## src/cmc_pkg.sv

```systemverilog
// Purpose: constants for one comparator channel's control and output conditioning
// Assumes: apb slave with 32-bit data, one aligned word per register
// Notes:   offsets are byte addresses
// Behaviour
// channel disabled: no triggers and no interrupt flags are produced
// software writes all settings first, then sets the channel enable
// non-inverted output is high when plus input exceeds minus input
// amplifier mode when mode bit 10 clear; bit 11 drives amplifier onto pin; code raises amplifier_mode_select_o when bit 10 is set
// three mask inputs, each picked by its own 4-bit source select
// and-or network over mask inputs forms blanking that ignores comparator output
// blanking inactive after reset
// level sense 0: blanking blocks a high output
// level sense 1: blanking blocks a low output
// filter output changes only after three equal consecutive samples, both directions
// software keeps filter clock period within a third of response time
// filter active only with filter enable bit 3 set, otherwise bypassed
// filter bits 2:0 select sampling clock divide ratio
// filter bits 6:4 select filter divider clock source
// filter disabled and bypassed after reset
// invert bit 13 inverts comparator output
// software changes invert bit only while channel disabled
// enable and invert may be set together in one write
// 2-bit edge select picks event edge, independent of pin polarity, needs enable; code takes the edge after invert bit 13
// bit 4 selects plus input source
// bits 1:0 select minus input source
// low power bit 12: 0 standard, 1 low power; not changed while enabled
// divide codes 000 to 111 give 1:1 doubling up to 1:128
// source 000 peripheral clock, 001 oscillator, 010-011 pwm sync, 100-111 timers
// set event flag blocks further events until cleared, plus one rearm cycle
// shared flag sets when output differs from last read value; read updates it
// comparator output passes a two-stage synchroniser first
package cmc_pkg;
  localparam logic [7:0] ADDR_CTRL   = 8'h00;
  localparam logic [7:0] ADDR_MSRC   = 8'h04;
  localparam logic [7:0] ADDR_MGATE  = 8'h08;
  localparam logic [7:0] ADDR_FILT   = 8'h0c;
  localparam logic [7:0] ADDR_STAT   = 8'h10;
  // channel_control_reg
  localparam int B_EN     = 15;
  localparam int B_INV    = 13;
  localparam int B_LP     = 12;
  localparam int B_PIN    = 11;
  localparam int B_AMPM   = 10;
  localparam int B_EVF    = 9;
  localparam int B_OUT    = 8;
  localparam int B_EDGE   = 6;
  localparam int B_PLUS   = 4;
  localparam int B_MINUS  = 0;
  // mask_source_reg, mask_gating_reg
  localparam int B_SRCA   = 0;
  localparam int B_SRCB   = 4;
  localparam int B_SRCC   = 8;
  localparam int B_ANDEN  = 0;
  localparam int B_OREN   = 8;
  localparam int B_MASK_LEVEL_SENSE   = 15;
  // filter_control_reg
  localparam int B_FDIV   = 0;
  localparam int B_FEN    = 3;
  localparam int B_FSRC   = 4;
  // summary_state_reg
  localparam int B_SIRQ   = 0;
  localparam int B_SEVF   = 1;
  localparam int B_SOUT   = 2;
  // event edge codes and peripheral filter source code
  localparam logic [1:0] EDGE_RISE = 2'h1;
  localparam logic [1:0] EDGE_FALL = 2'h2;
  localparam logic [2:0] FSRC_PERIPH = 3'h0;
endpackage : cmc_pkg

```

## src/cmc_channel.sv

```systemverilog
// Purpose: apb-controlled digital side of one comparator / amplifier channel
// Assumes: filter clock sources arrive as levels synchronous to mclk_i
// Notes:   zero-wait apb; answer comes one cycle after setup
`timescale 1ns/1ps
`default_nettype none
module cmc_channel
  import cmc_pkg::*;
#(
  parameter int NSRC = 16
) (
  // clock and reset
  input  wire logic             mclk_i,
  input  wire logic             rst_i,
  // apb
  input  wire logic             psel_i,
  input  wire logic             penable_i,
  input  wire logic             pwrite_i,
  input  wire logic [7:0]       paddr_i,
  input  wire logic [31:0]      pwdata_i,
  output logic      [31:0]      prdata_o,
  output logic                  pready_o,
  output logic                  pslverr_o,
  // analog side
  input  wire logic             cmp_raw_i,
  input  wire logic [NSRC-1:0]  mask_src_i,
  input  wire logic [7:0]       filter_clock_source_i,
  output logic                  channel_enable_o,
  output logic                  plus_input_select_o,
  output logic      [1:0]       minus_input_select_o,
  output logic                  amplifier_mode_select_o,
  output logic                  amplifier_pin_drive_o,
  output logic                  low_power_select_o,
  // conditioned output and events
  output logic                  output_state_bit_o,
  output logic                  trigger_o,
  output logic                  shared_irq_flag_o
);
  typedef struct packed {
    logic        en;
    logic        inv;
    logic        lp;
    logic        pin;
    logic        ampm;
    logic        evf;
    logic [1:0]  edge_sel;
    logic        plus;
    logic [1:0]  minus;
    logic [3:0]  srca;
    logic [3:0]  srcb;
    logic [3:0]  srcc;
    logic [5:0]  and_en;
    logic [5:0]  or_en;
    logic        mask_level_sense;
    logic        fen;
    logic [2:0]  fsrc;
    logic [2:0]  fdiv;
    logic        sync1;
    logic        sync2;
    logic [7:0]  src_q;
    logic [7:0]  divcnt;
    logic [2:0]  samp;
    logic        filt;
    logic        outst;
    logic        last_rd;
    logic        irq;
    logic        rearm;
    logic        trig;
    logic [31:0] rdata;
    logic        rdy;
    logic        err;
  } cmc_state_s;

  cmc_state_s state_reg;
  cmc_state_s state_next;

  logic        pol;
  logic        ma;
  logic        mb;
  logic        mc;
  logic [5:0]  terms;
  logic        blank;
  logic        masked;
  logic        tick;
  logic [7:0]  div_lim;
  logic        fout;
  logic        rise;
  logic        fall;
  logic        hit;
  logic        setup;
  logic        acc;
  logic [31:0] rd;
  logic        hit_addr;

  always_comb begin
    state_next       = state_reg;
    state_next.trig  = 1'b0;
    state_next.rdy   = 1'b0;
    state_next.err   = 1'b0;
    state_next.rearm = 1'b0;
    // only sync2 reads sync1
    state_next.sync1 = cmp_raw_i;
    state_next.sync2 = state_reg.sync1;
    pol = state_reg.sync2 ^ state_reg.inv;
    ma  = mask_src_i[state_reg.srca];
    mb  = mask_src_i[state_reg.srcb];
    mc  = mask_src_i[state_reg.srcc];
    terms = {~mc, mc, ~mb, mb, ~ma, ma};
    // all enables zero after reset, so no blanking until configured
    blank = (|(terms & state_reg.or_en)) |
            ((|state_reg.and_en) & (&(terms | ~state_reg.and_en)));
    masked = blank ? state_reg.mask_level_sense : pol;
    // filter sample clock: chosen source edge, then power-of-two divider
    state_next.src_q = filter_clock_source_i;
    if (state_reg.fsrc == FSRC_PERIPH) begin
      tick = 1'b1;
    end else begin
      tick = filter_clock_source_i[state_reg.fsrc] & ~state_reg.src_q[state_reg.fsrc];
    end
    div_lim = 8'((9'h1 << state_reg.fdiv) - 9'h1);
    if (tick) begin
      if (state_reg.divcnt >= div_lim) begin
        state_next.divcnt = 8'h00;
        state_next.samp   = {state_reg.samp[1:0], masked};
      end else begin
        state_next.divcnt = 8'(state_reg.divcnt + 8'h01);
      end
    end
    if (&state_next.samp) begin
      state_next.filt = 1'b1;
    end else if (~|state_next.samp) begin
      state_next.filt = 1'b0;
    end
    fout = state_reg.fen ? state_reg.filt : masked;
    state_next.outst = state_reg.en & fout;
    rise = state_next.outst & ~state_reg.outst;
    fall = ~state_next.outst & state_reg.outst;
    hit  = state_reg.en & ~state_reg.evf & ~state_reg.rearm &
           (((state_reg.edge_sel & EDGE_RISE) != 2'h0 && rise) ||
            ((state_reg.edge_sel & EDGE_FALL) != 2'h0 && fall));
    // apb read mux
    rd       = 32'h0;
    hit_addr = 1'b1;
    case (paddr_i)
      ADDR_CTRL: begin
        rd[B_EN]   = state_reg.en;
        rd[B_INV]  = state_reg.inv;
        rd[B_LP]   = state_reg.lp;
        rd[B_PIN]  = state_reg.pin;
        rd[B_AMPM] = state_reg.ampm;
        rd[B_EVF]  = state_reg.evf;
        rd[B_OUT]  = state_reg.outst;
        rd[B_EDGE +: 2]  = state_reg.edge_sel;
        rd[B_PLUS]       = state_reg.plus;
        rd[B_MINUS +: 2] = state_reg.minus;
      end
      ADDR_MSRC: begin
        rd[B_SRCA +: 4] = state_reg.srca;
        rd[B_SRCB +: 4] = state_reg.srcb;
        rd[B_SRCC +: 4] = state_reg.srcc;
      end
      ADDR_MGATE: begin
        rd[B_ANDEN +: 6] = state_reg.and_en;
        rd[B_OREN +: 6]  = state_reg.or_en;
        rd[B_MASK_LEVEL_SENSE]       = state_reg.mask_level_sense;
      end
      ADDR_FILT: begin
        rd[B_FDIV +: 3] = state_reg.fdiv;
        rd[B_FEN]       = state_reg.fen;
        rd[B_FSRC +: 3] = state_reg.fsrc;
      end
      ADDR_STAT: begin
        rd[B_SIRQ] = state_reg.irq;
        rd[B_SEVF] = state_reg.evf;
        rd[B_SOUT] = state_reg.outst;
      end
      default: begin
        hit_addr = 1'b0;
      end
    endcase
    setup = psel_i & ~penable_i;
    acc   = psel_i & penable_i & state_reg.rdy;
    if (setup) begin
      state_next.rdy   = 1'b1;
      state_next.err   = ~hit_addr;
      state_next.rdata = pwrite_i ? 32'h0 : rd;
    end
    if (acc && hit_addr && pwrite_i) begin
      case (paddr_i)
        ADDR_CTRL: begin
          // enable and invert land in the same write
          state_next.en   = pwdata_i[B_EN];
          state_next.inv  = pwdata_i[B_INV];
          state_next.lp   = pwdata_i[B_LP];
          state_next.pin  = pwdata_i[B_PIN];
          state_next.ampm = pwdata_i[B_AMPM];
          state_next.edge_sel = pwdata_i[B_EDGE +: 2];
          state_next.plus     = pwdata_i[B_PLUS];
          state_next.minus    = pwdata_i[B_MINUS +: 2];
          state_next.evf      = pwdata_i[B_EVF];
          // a cleared flag stays blocked one more cycle
          state_next.rearm    = state_reg.evf & ~pwdata_i[B_EVF];
        end
        ADDR_MSRC: begin
          state_next.srca = pwdata_i[B_SRCA +: 4];
          state_next.srcb = pwdata_i[B_SRCB +: 4];
          state_next.srcc = pwdata_i[B_SRCC +: 4];
        end
        ADDR_MGATE: begin
          state_next.and_en = pwdata_i[B_ANDEN +: 6];
          state_next.or_en  = pwdata_i[B_OREN +: 6];
          state_next.mask_level_sense   = pwdata_i[B_MASK_LEVEL_SENSE];
        end
        ADDR_FILT: begin
          state_next.fdiv = pwdata_i[B_FDIV +: 3];
          state_next.fen  = pwdata_i[B_FEN];
          state_next.fsrc = pwdata_i[B_FSRC +: 3];
        end
        ADDR_STAT: begin
          // writing 0 clears, 1 leaves the flag alone
          state_next.irq = state_reg.irq & pwdata_i[B_SIRQ];
        end
        default: begin
          state_next.err = 1'b0;
        end
      endcase
    end
    // reading the control register refreshes the compare value; a status register read does not
    if (acc && !pwrite_i && paddr_i == ADDR_CTRL) begin
      state_next.last_rd = state_reg.outst;
    end
    // hardware sets win over software clears
    if (hit) begin
      state_next.evf  = 1'b1;
      state_next.trig = 1'b1;
    end
    if (state_reg.en && state_reg.outst != state_reg.last_rd) begin
      state_next.irq = 1'b1;
    end
  end

  always_ff @(posedge mclk_i or posedge rst_i) begin
    if (rst_i) begin
      state_reg <= '0;
    end else begin
      state_reg <= state_next;
    end
  end

  assign prdata_o                = state_reg.rdata;
  assign pready_o                = state_reg.rdy;
  assign pslverr_o               = state_reg.err;
  assign channel_enable_o        = state_reg.en;
  assign plus_input_select_o     = state_reg.plus;
  assign minus_input_select_o    = state_reg.minus;
  assign amplifier_mode_select_o = state_reg.ampm;
  assign amplifier_pin_drive_o   = state_reg.pin;
  assign low_power_select_o      = state_reg.lp;
  assign output_state_bit_o      = state_reg.outst;
  assign trigger_o               = state_reg.trig;
  assign shared_irq_flag_o       = state_reg.irq;
endmodule : cmc_channel
`default_nettype wire

```

## config.mk

```make
export PLATFORM = sky130hd
export DESIGN_NAME = cmc_channel
export DESIGN_NICKNAME = d
export VERILOG_FILES = /design/src/cmc_pkg.sv /design/src/cmc_channel.sv
export SDC_FILE = /design/constraint.sdc
export NUM_CORES = 1
export LEC_CHECK = 0
export BUFFER_PORTS_ARGS = -buffer_cell sky130_fd_sc_hd__clkbuf_2
export CAP_MARGIN = 10
export CORE_MARGIN = 8
export CORE_UTILIZATION = 51
export CTS_BUF_LIST = sky130_fd_sc_hd__clkbuf_16
export DETAILED_ROUTE_END_ITERATION = 6
export PLACE_DENSITY = 0.83
export SLEW_MARGIN = 40
export SYNTH_ARGS = -nofsm -noshare
export SYNTH_HDL_FRONTEND = slang
export SYNTH_SLANG_ARGS = --single-unit
```

## constraint.sdc

```tcl
create_clock -name mclk_i -period 4.25 [get_ports mclk_i]
set_input_delay 0.425 -clock mclk_i [delete_from_list [all_inputs] [get_ports mclk_i]]
set_output_delay 0.425 -clock mclk_i [all_outputs]
set_load 0.005 [all_outputs]
```

Word level (Yosys, flattened, before mapping)
Index checks and enable logic that the tools add are counted.

cells by class
  $add $sub $neg = 2
  bitwise gates (word level) = 29
  equal/unequal tests = 6
  order comparisons = 5
  reduce and logical (&&, ||, !) cells = 27
  shift-type cells = 1
  muxes and demuxes = 44

operator list
  cell                   count
  $mux W38               1
  $mux W1                18
  $eq A8 B4 Y1 const B   2
  $mux W16               1
  $lt A4 B5 Y1 const B   3
  $and A1 B1 Y1          13
  $mux W13               1
  $bmux W1 S4            3
  $mux W12               1
  $pmux W4 S3            1
  $reduce_and A2 Y1      6
  $reduce_or A6 Y1       2
  $not A1 Y1             11
  $pmux W2 S5            1
  $pmux W1 S3            3
  $add A8 B1 Y8 const B  1
  $eq A8 B3 Y1 const B   1
  $eq A8 B5 Y1 const B   1
  $ge A8 B8 Y1           1
  $logic_not A8 Y1       1
  $mux W8                1
  $pmux W1 S4            2
  $reduce_bool A2 Y1     4
  $shl A1 B3 Y8 const A  1
  other kinds (24)       34

word-level totals
  output and inout bits = 44
  input port bits = 70
  bits in registers = 88

Longest topological paths before layout
  word-level depth = 17
  mapped depth = 15
  mapped depth without buffers = 13

Least setup slack after synthesis
No wires, ideal clock.

  path kind = register to register
  start = reg state_reg[61] (netlist bit)
  end = reg state_reg[39] (netlist bit)
  arrival time = 2795 ps
  stages on the path, launching flop included = 15
  setup time = 124 ps
  path slack = 1331 ps
  path buffers = 3
  clock period less this slack = 2919 ps
  cell sequence = dfrtp_1 -> clkbuf_1 -> or3_1 -> ha_1 -> clkbuf_1 -> nor3_1 -> a21oi_1 -> o21a_1 -> ha_1 -> a2111oi_0 -> o21ai_0 -> and3_1 -> clkbuf_1 -> a221oi_2 -> nor2_1

on the way
  longest elaborated chain between the ends = 7

ends and longest elaborated chain
  what                                                          RTL line                                source
  from (decl)                                                   cmc_channel.sv:73                       cmc_state_s state_reg;
  from (signal assigned)                                        cmc_channel.sv:245                      state_reg <= state_next;
  $shl A1 B3 Y8 *                                               cmc_channel.sv:119                      div_lim = 8'((9'h1 << state_reg.fdiv) - 9'h1);
  $sub A8 B1 Y8 *                                               cmc_channel.sv:119
  $ge A8 B8 Y1 *                                                cmc_channel.sv:121                      if (state_reg.divcnt >= div_lim) begin
  $mux W3 *                                                     cmc_channel.sv:121
  $mux W3 *                                                     cmc_channel.sv:120                      if (tick) begin
  $reduce_and A3 Y1 / $reduce_or A3 Y1 (equally long branches)  cmc_channel.sv:128, cmc_channel.sv:130
  $ne A2 B2 Y1 (no line) / $mux W1 (equally long branches)      n/a

Every way passes the cells marked *; elsewhere a longest branch is shown, timed or not.
A chain may end at the register's enable or synchronous reset.

Final worst setup path
  start = reg state_reg[62] (netlist bit)
  end = reg state_reg[39] (netlist bit)

The elaborated chain is that of the path after synthesis.

==> impl_metrics.py <==
metrics = {
    "synth": {
        "combinational_family_with_the_most_area_after_synthesis": "multiplexers",
        "synthDistinctLibCells": 47,
        "post_synthesis_compound_gate_area_fraction_pct": 8.080,
        "synth_cells": 412,
        "post_synth_fa_ha_maj_area_fraction_pct": 2.641,
        "synth_area_um2": 4738,
        "synthXorXnorAreaFrac_pct": 1.664,
        "synthSimpleGateAreaFrac_pct": 9.612,
        "muxShareOfSynthArea_pct": 24.43,
        "synth-edff-count": 0,
        "ys_warn_count": 0,
        "register_area_share_after_synthesis_pct": 45.42,
        "postSynthAreaPerCell_um2": 11.50,
        "register_bit_count_reported_by_yosys": 86,
        "ys_async_sr_fraction_pct": 100.0,
        "synth_flop_cell": "sky130_fd_sc_hd__dfrtp_1",
    },
    "route": {
        "route.detailed.vias_per_inst": 5.813,
        "postRouteWirelength_mm": 11.07,
        "drc_errors": 0,
        "routed_wire_length_per_instance_um": 19.02,
        "detailedRoute.firstPassIterationCount": 5,
        "number_of_drc_markers_after_the_initial_detailed_route_iteration": 205,
        "vias": 3383,
        "final_antenna_net_count": 0,
    },
    "grt": {
        "global_route_usage_sum_pct": 17.91,
        "globalRouteOverflowTotal": 0,
        "number_of_global_route_vias_before_repair": 3515,
        "grt_max_degree": 50,
        "initial_antenna_violation_count": 0,
        "grt_pass1_wl_mm": 17.92,
    },
    "placed_design": {
        "port_buffers": 78,
        "place_area_um2": 5006,
        "hpwl_mm": 8.230,
        "detailedPlace.worstSlack_ns": 1.135,
        "routability_congestion_estimate": 0.9207,
    },
    "critical_path": {
        "worstRegToRegCells": 12,
        "critPathMaxStageDelay_ns": 0.46,
        "worst_ep_required_time_ns": 4.52,
        "reg2reg_launch_point": "state_reg[62]",
        "ff2ff_setup_slack_ns": 1.13,
        "path_delay_family": "simple AND/OR/NAND/NOR gates",
        "cp_max_fo": 10,
        "cpMaxStageDelayCell": "sky130_fd_sc_hd__dfrtp_1",
        "worst_flop_to_flop_path_endpoint": "state_reg[39]",
        "data_arrival_time_of_the_critical_path_ns": 3.39,
        "critPathCaptureType": "flip-flop",
        "timing.critical_path.mode_cell": "sky130_fd_sc_hd__ha_1",
        "worstPathCellList": "or3_1, ha_1, nor3_1, a21oi_1, o21a_1, ha_1, a2111oi_0, o21ai_0, and3_1, nor2b_1, a221oi_2, nor2_1",
        "startpoint_type": "flip-flop",
        "critPathBufInv": 0,
        "critPathKind": "reg -> reg",
    },
    "floorplan": {
        "fp.coreArea_um2": 9109,
        "start_util_pct": 52.02,
        "num_io_pins": 114,
        "chipWidth_um": 112.4,
        "floorplan.die_area_um2": 12630,
        "die_height_um": 112.4,
        "core.rowCount": 35,
    },
    "cts": {
        "cts_resizes": 0,
        "holdBufCountCts": 0,
        "cts-root-buf": "sky130_fd_sc_hd__clkbuf_16",
        "post_cts_setup_repair_buffer_count": 0,
        "clk_pin_slew_worst_paths_ns": 0.06,
        "cts-root-to-sink-buffers": 2,
        "cts_made_buffers": 9,
        "cts_max_level": 3,
        "tritoncts": "done",
        "clock_sinks": 86,
        "clock_insertion_delay_worst_skew_ns": 0.33,
    },
    "final_layout": {
        "areaGrowthSynthToFinish_pct": 11.96,
        "layout-drive-gt1-share_pct": 34.61,
        "regArea_um2": 2152,
        "fillers": 738,
        "design_area_um2": 5305,
        "multiInputGateArea_um2": 2267,
        "number_of_flip_flops_under_the_largest_register_name": 58,
        "final_net_count": 546,
        "layout.cells.most_common_list": "sky130_fd_sc_hd__dfrtp_1, sky130_fd_sc_hd__clkbuf_2, sky130_fd_sc_hd__mux2_2",
        "diodes": 0,
        "final_common_cell": "sky130_fd_sc_hd__dfrtp_1",
    },
    "timing": {
        "finalHoldViolations": 0,
        "final.min_clock_period_ns": 3.119,
        "final.setup.worst_slack_ns": 1.131,
        "final-setup-viol-count": 0,
        "rsz_0062_raised_after_global_routing": "no",
        "maxSlewHeadroom_pct": 52.47,
        "hold_ws_ns": 0.1589,
        "layout_worst_path_cycle_share_pct": 73.39,
        "max_freq_ghz": 0.3206,
        "slew_violations": 0,
        "fin_skew_ns": 0.003733,
        "worst_pin_slew_ns": 0.7130,
        "fin_setup_tns_ns": 0,
    },
    "run": {
        "drv.max_cap_violation_count": 0,
    },
    "min_path": {
        "hold_path.class": "in -> async",
    },
    "power": {
        "pwr_total_mw": 1.978,
        "vdd_drop_max_v": 0.0002312,
        "leakage_nw": 2.642,
        "power_per_cell_area_nw_per_um2": 372.8,
    },
    "run_status": {
        "outcome": "completed",
    },
}
## cells in the mapped netlist, drive strengths merged (4+ instances only)
library cell / count / area share (%)
mux4: 15 / 7.4
a21oi: 10 / 1.1
nand3: 8 / 0.95
ha: 10 / 2.6
dfrtp: 86 / 45
buf: 39 / 5.9
a22o: 4 / 0.74
mux2i: 23 / 4.9
nand2: 29 / 2.3
mux2: 51 / 12
o21ai: 21 / 2.2
inv: 13 / 1.0
clkbuf: 13 / 1.0
nor3: 6 / 0.63
nor2b: 4 / 0.53
nor3b: 4 / 0.63
xor2: 6 / 1.1
nand2b: 4 / 0.53
nor2: 22 / 1.7
## final cells by class
type / instances / share of cell area (%)
clock buffers: 9 / 4.245
clock inverters: 7 / 1.368
inverters: 13 / 0.9670
multi-input cells: 277 / 42.74
flip-flops and latches: 86 / 40.57
well taps: 111 / 2.618
repair buffers: 79 / 7.500
## stage by stage
| stage | util (%) | std cells |
|---|---|---|
| after CTS | 58.23 | 582 |
| after global routing | 58.24 | 582 |
| after floorplan | - | 428 |
| after global placement | 54.96 | 566 |
| after detailed placement | 54.96 | 566 |
| final | 58.24 | 582 |
## worst max path at each step
stage | start | endpoint | slack (ns) | cells after the start
final | state_reg[62] | state_reg[39] | 1.13 | 12
after global routing | state_reg[63] | state_reg[39] | 0.89 | 12
after CTS | state_reg[63] | state_reg[39] | 1.12 | 12
after detailed placement | state_reg[63] | state_reg[39] | 1.14 | 12
after global placement | state_reg[63] | state_reg[39] | 1.30 | 11
after floorplan | state_reg[61] | state_reg[39] | 1.33 | 14
## metal layers
metal | GRT usage, % | share of wire, % | vias up
met3 | 6.119 | 9.1 | 13
met5 | 0 | 0 | -
met4 | 5.396 | 1.1 | 0
met2 | 29.19 | 48 | 146
met1 | 22.01 | 41 | 1678
li1 | - | - | 1546
## worst register-to-register path: cells and delay by family (launching register included)
kind | cells | cell delay, ns
DFF | 1 | 0.46
and+or+nand+nor | 5 | 1.30
adders and majority gates | 2 | 0.48
AOI/OAI and AO/OA | 5 | 0.83
## power breakdown
group	internal [mW]	switching (mW)	total (mW)
Sequential	0.870	0.0489	0.919
Combinational	0.130	0.149	0.279
Clock	0.457	0.323	0.780
## cell families (layout without fill, tap and decap cells)
logic type,after synthesis,in the layout
muxes,89,89
xor gates and xnor gates,9,9
DFF,86,86
and+or+nand+nor,93,93
AOI/OAI and AO/OA,58,58
other,2,18
buffers and inverters,65,108
adders and majority gates,10,10
Power figures use the tool's default switching activity.
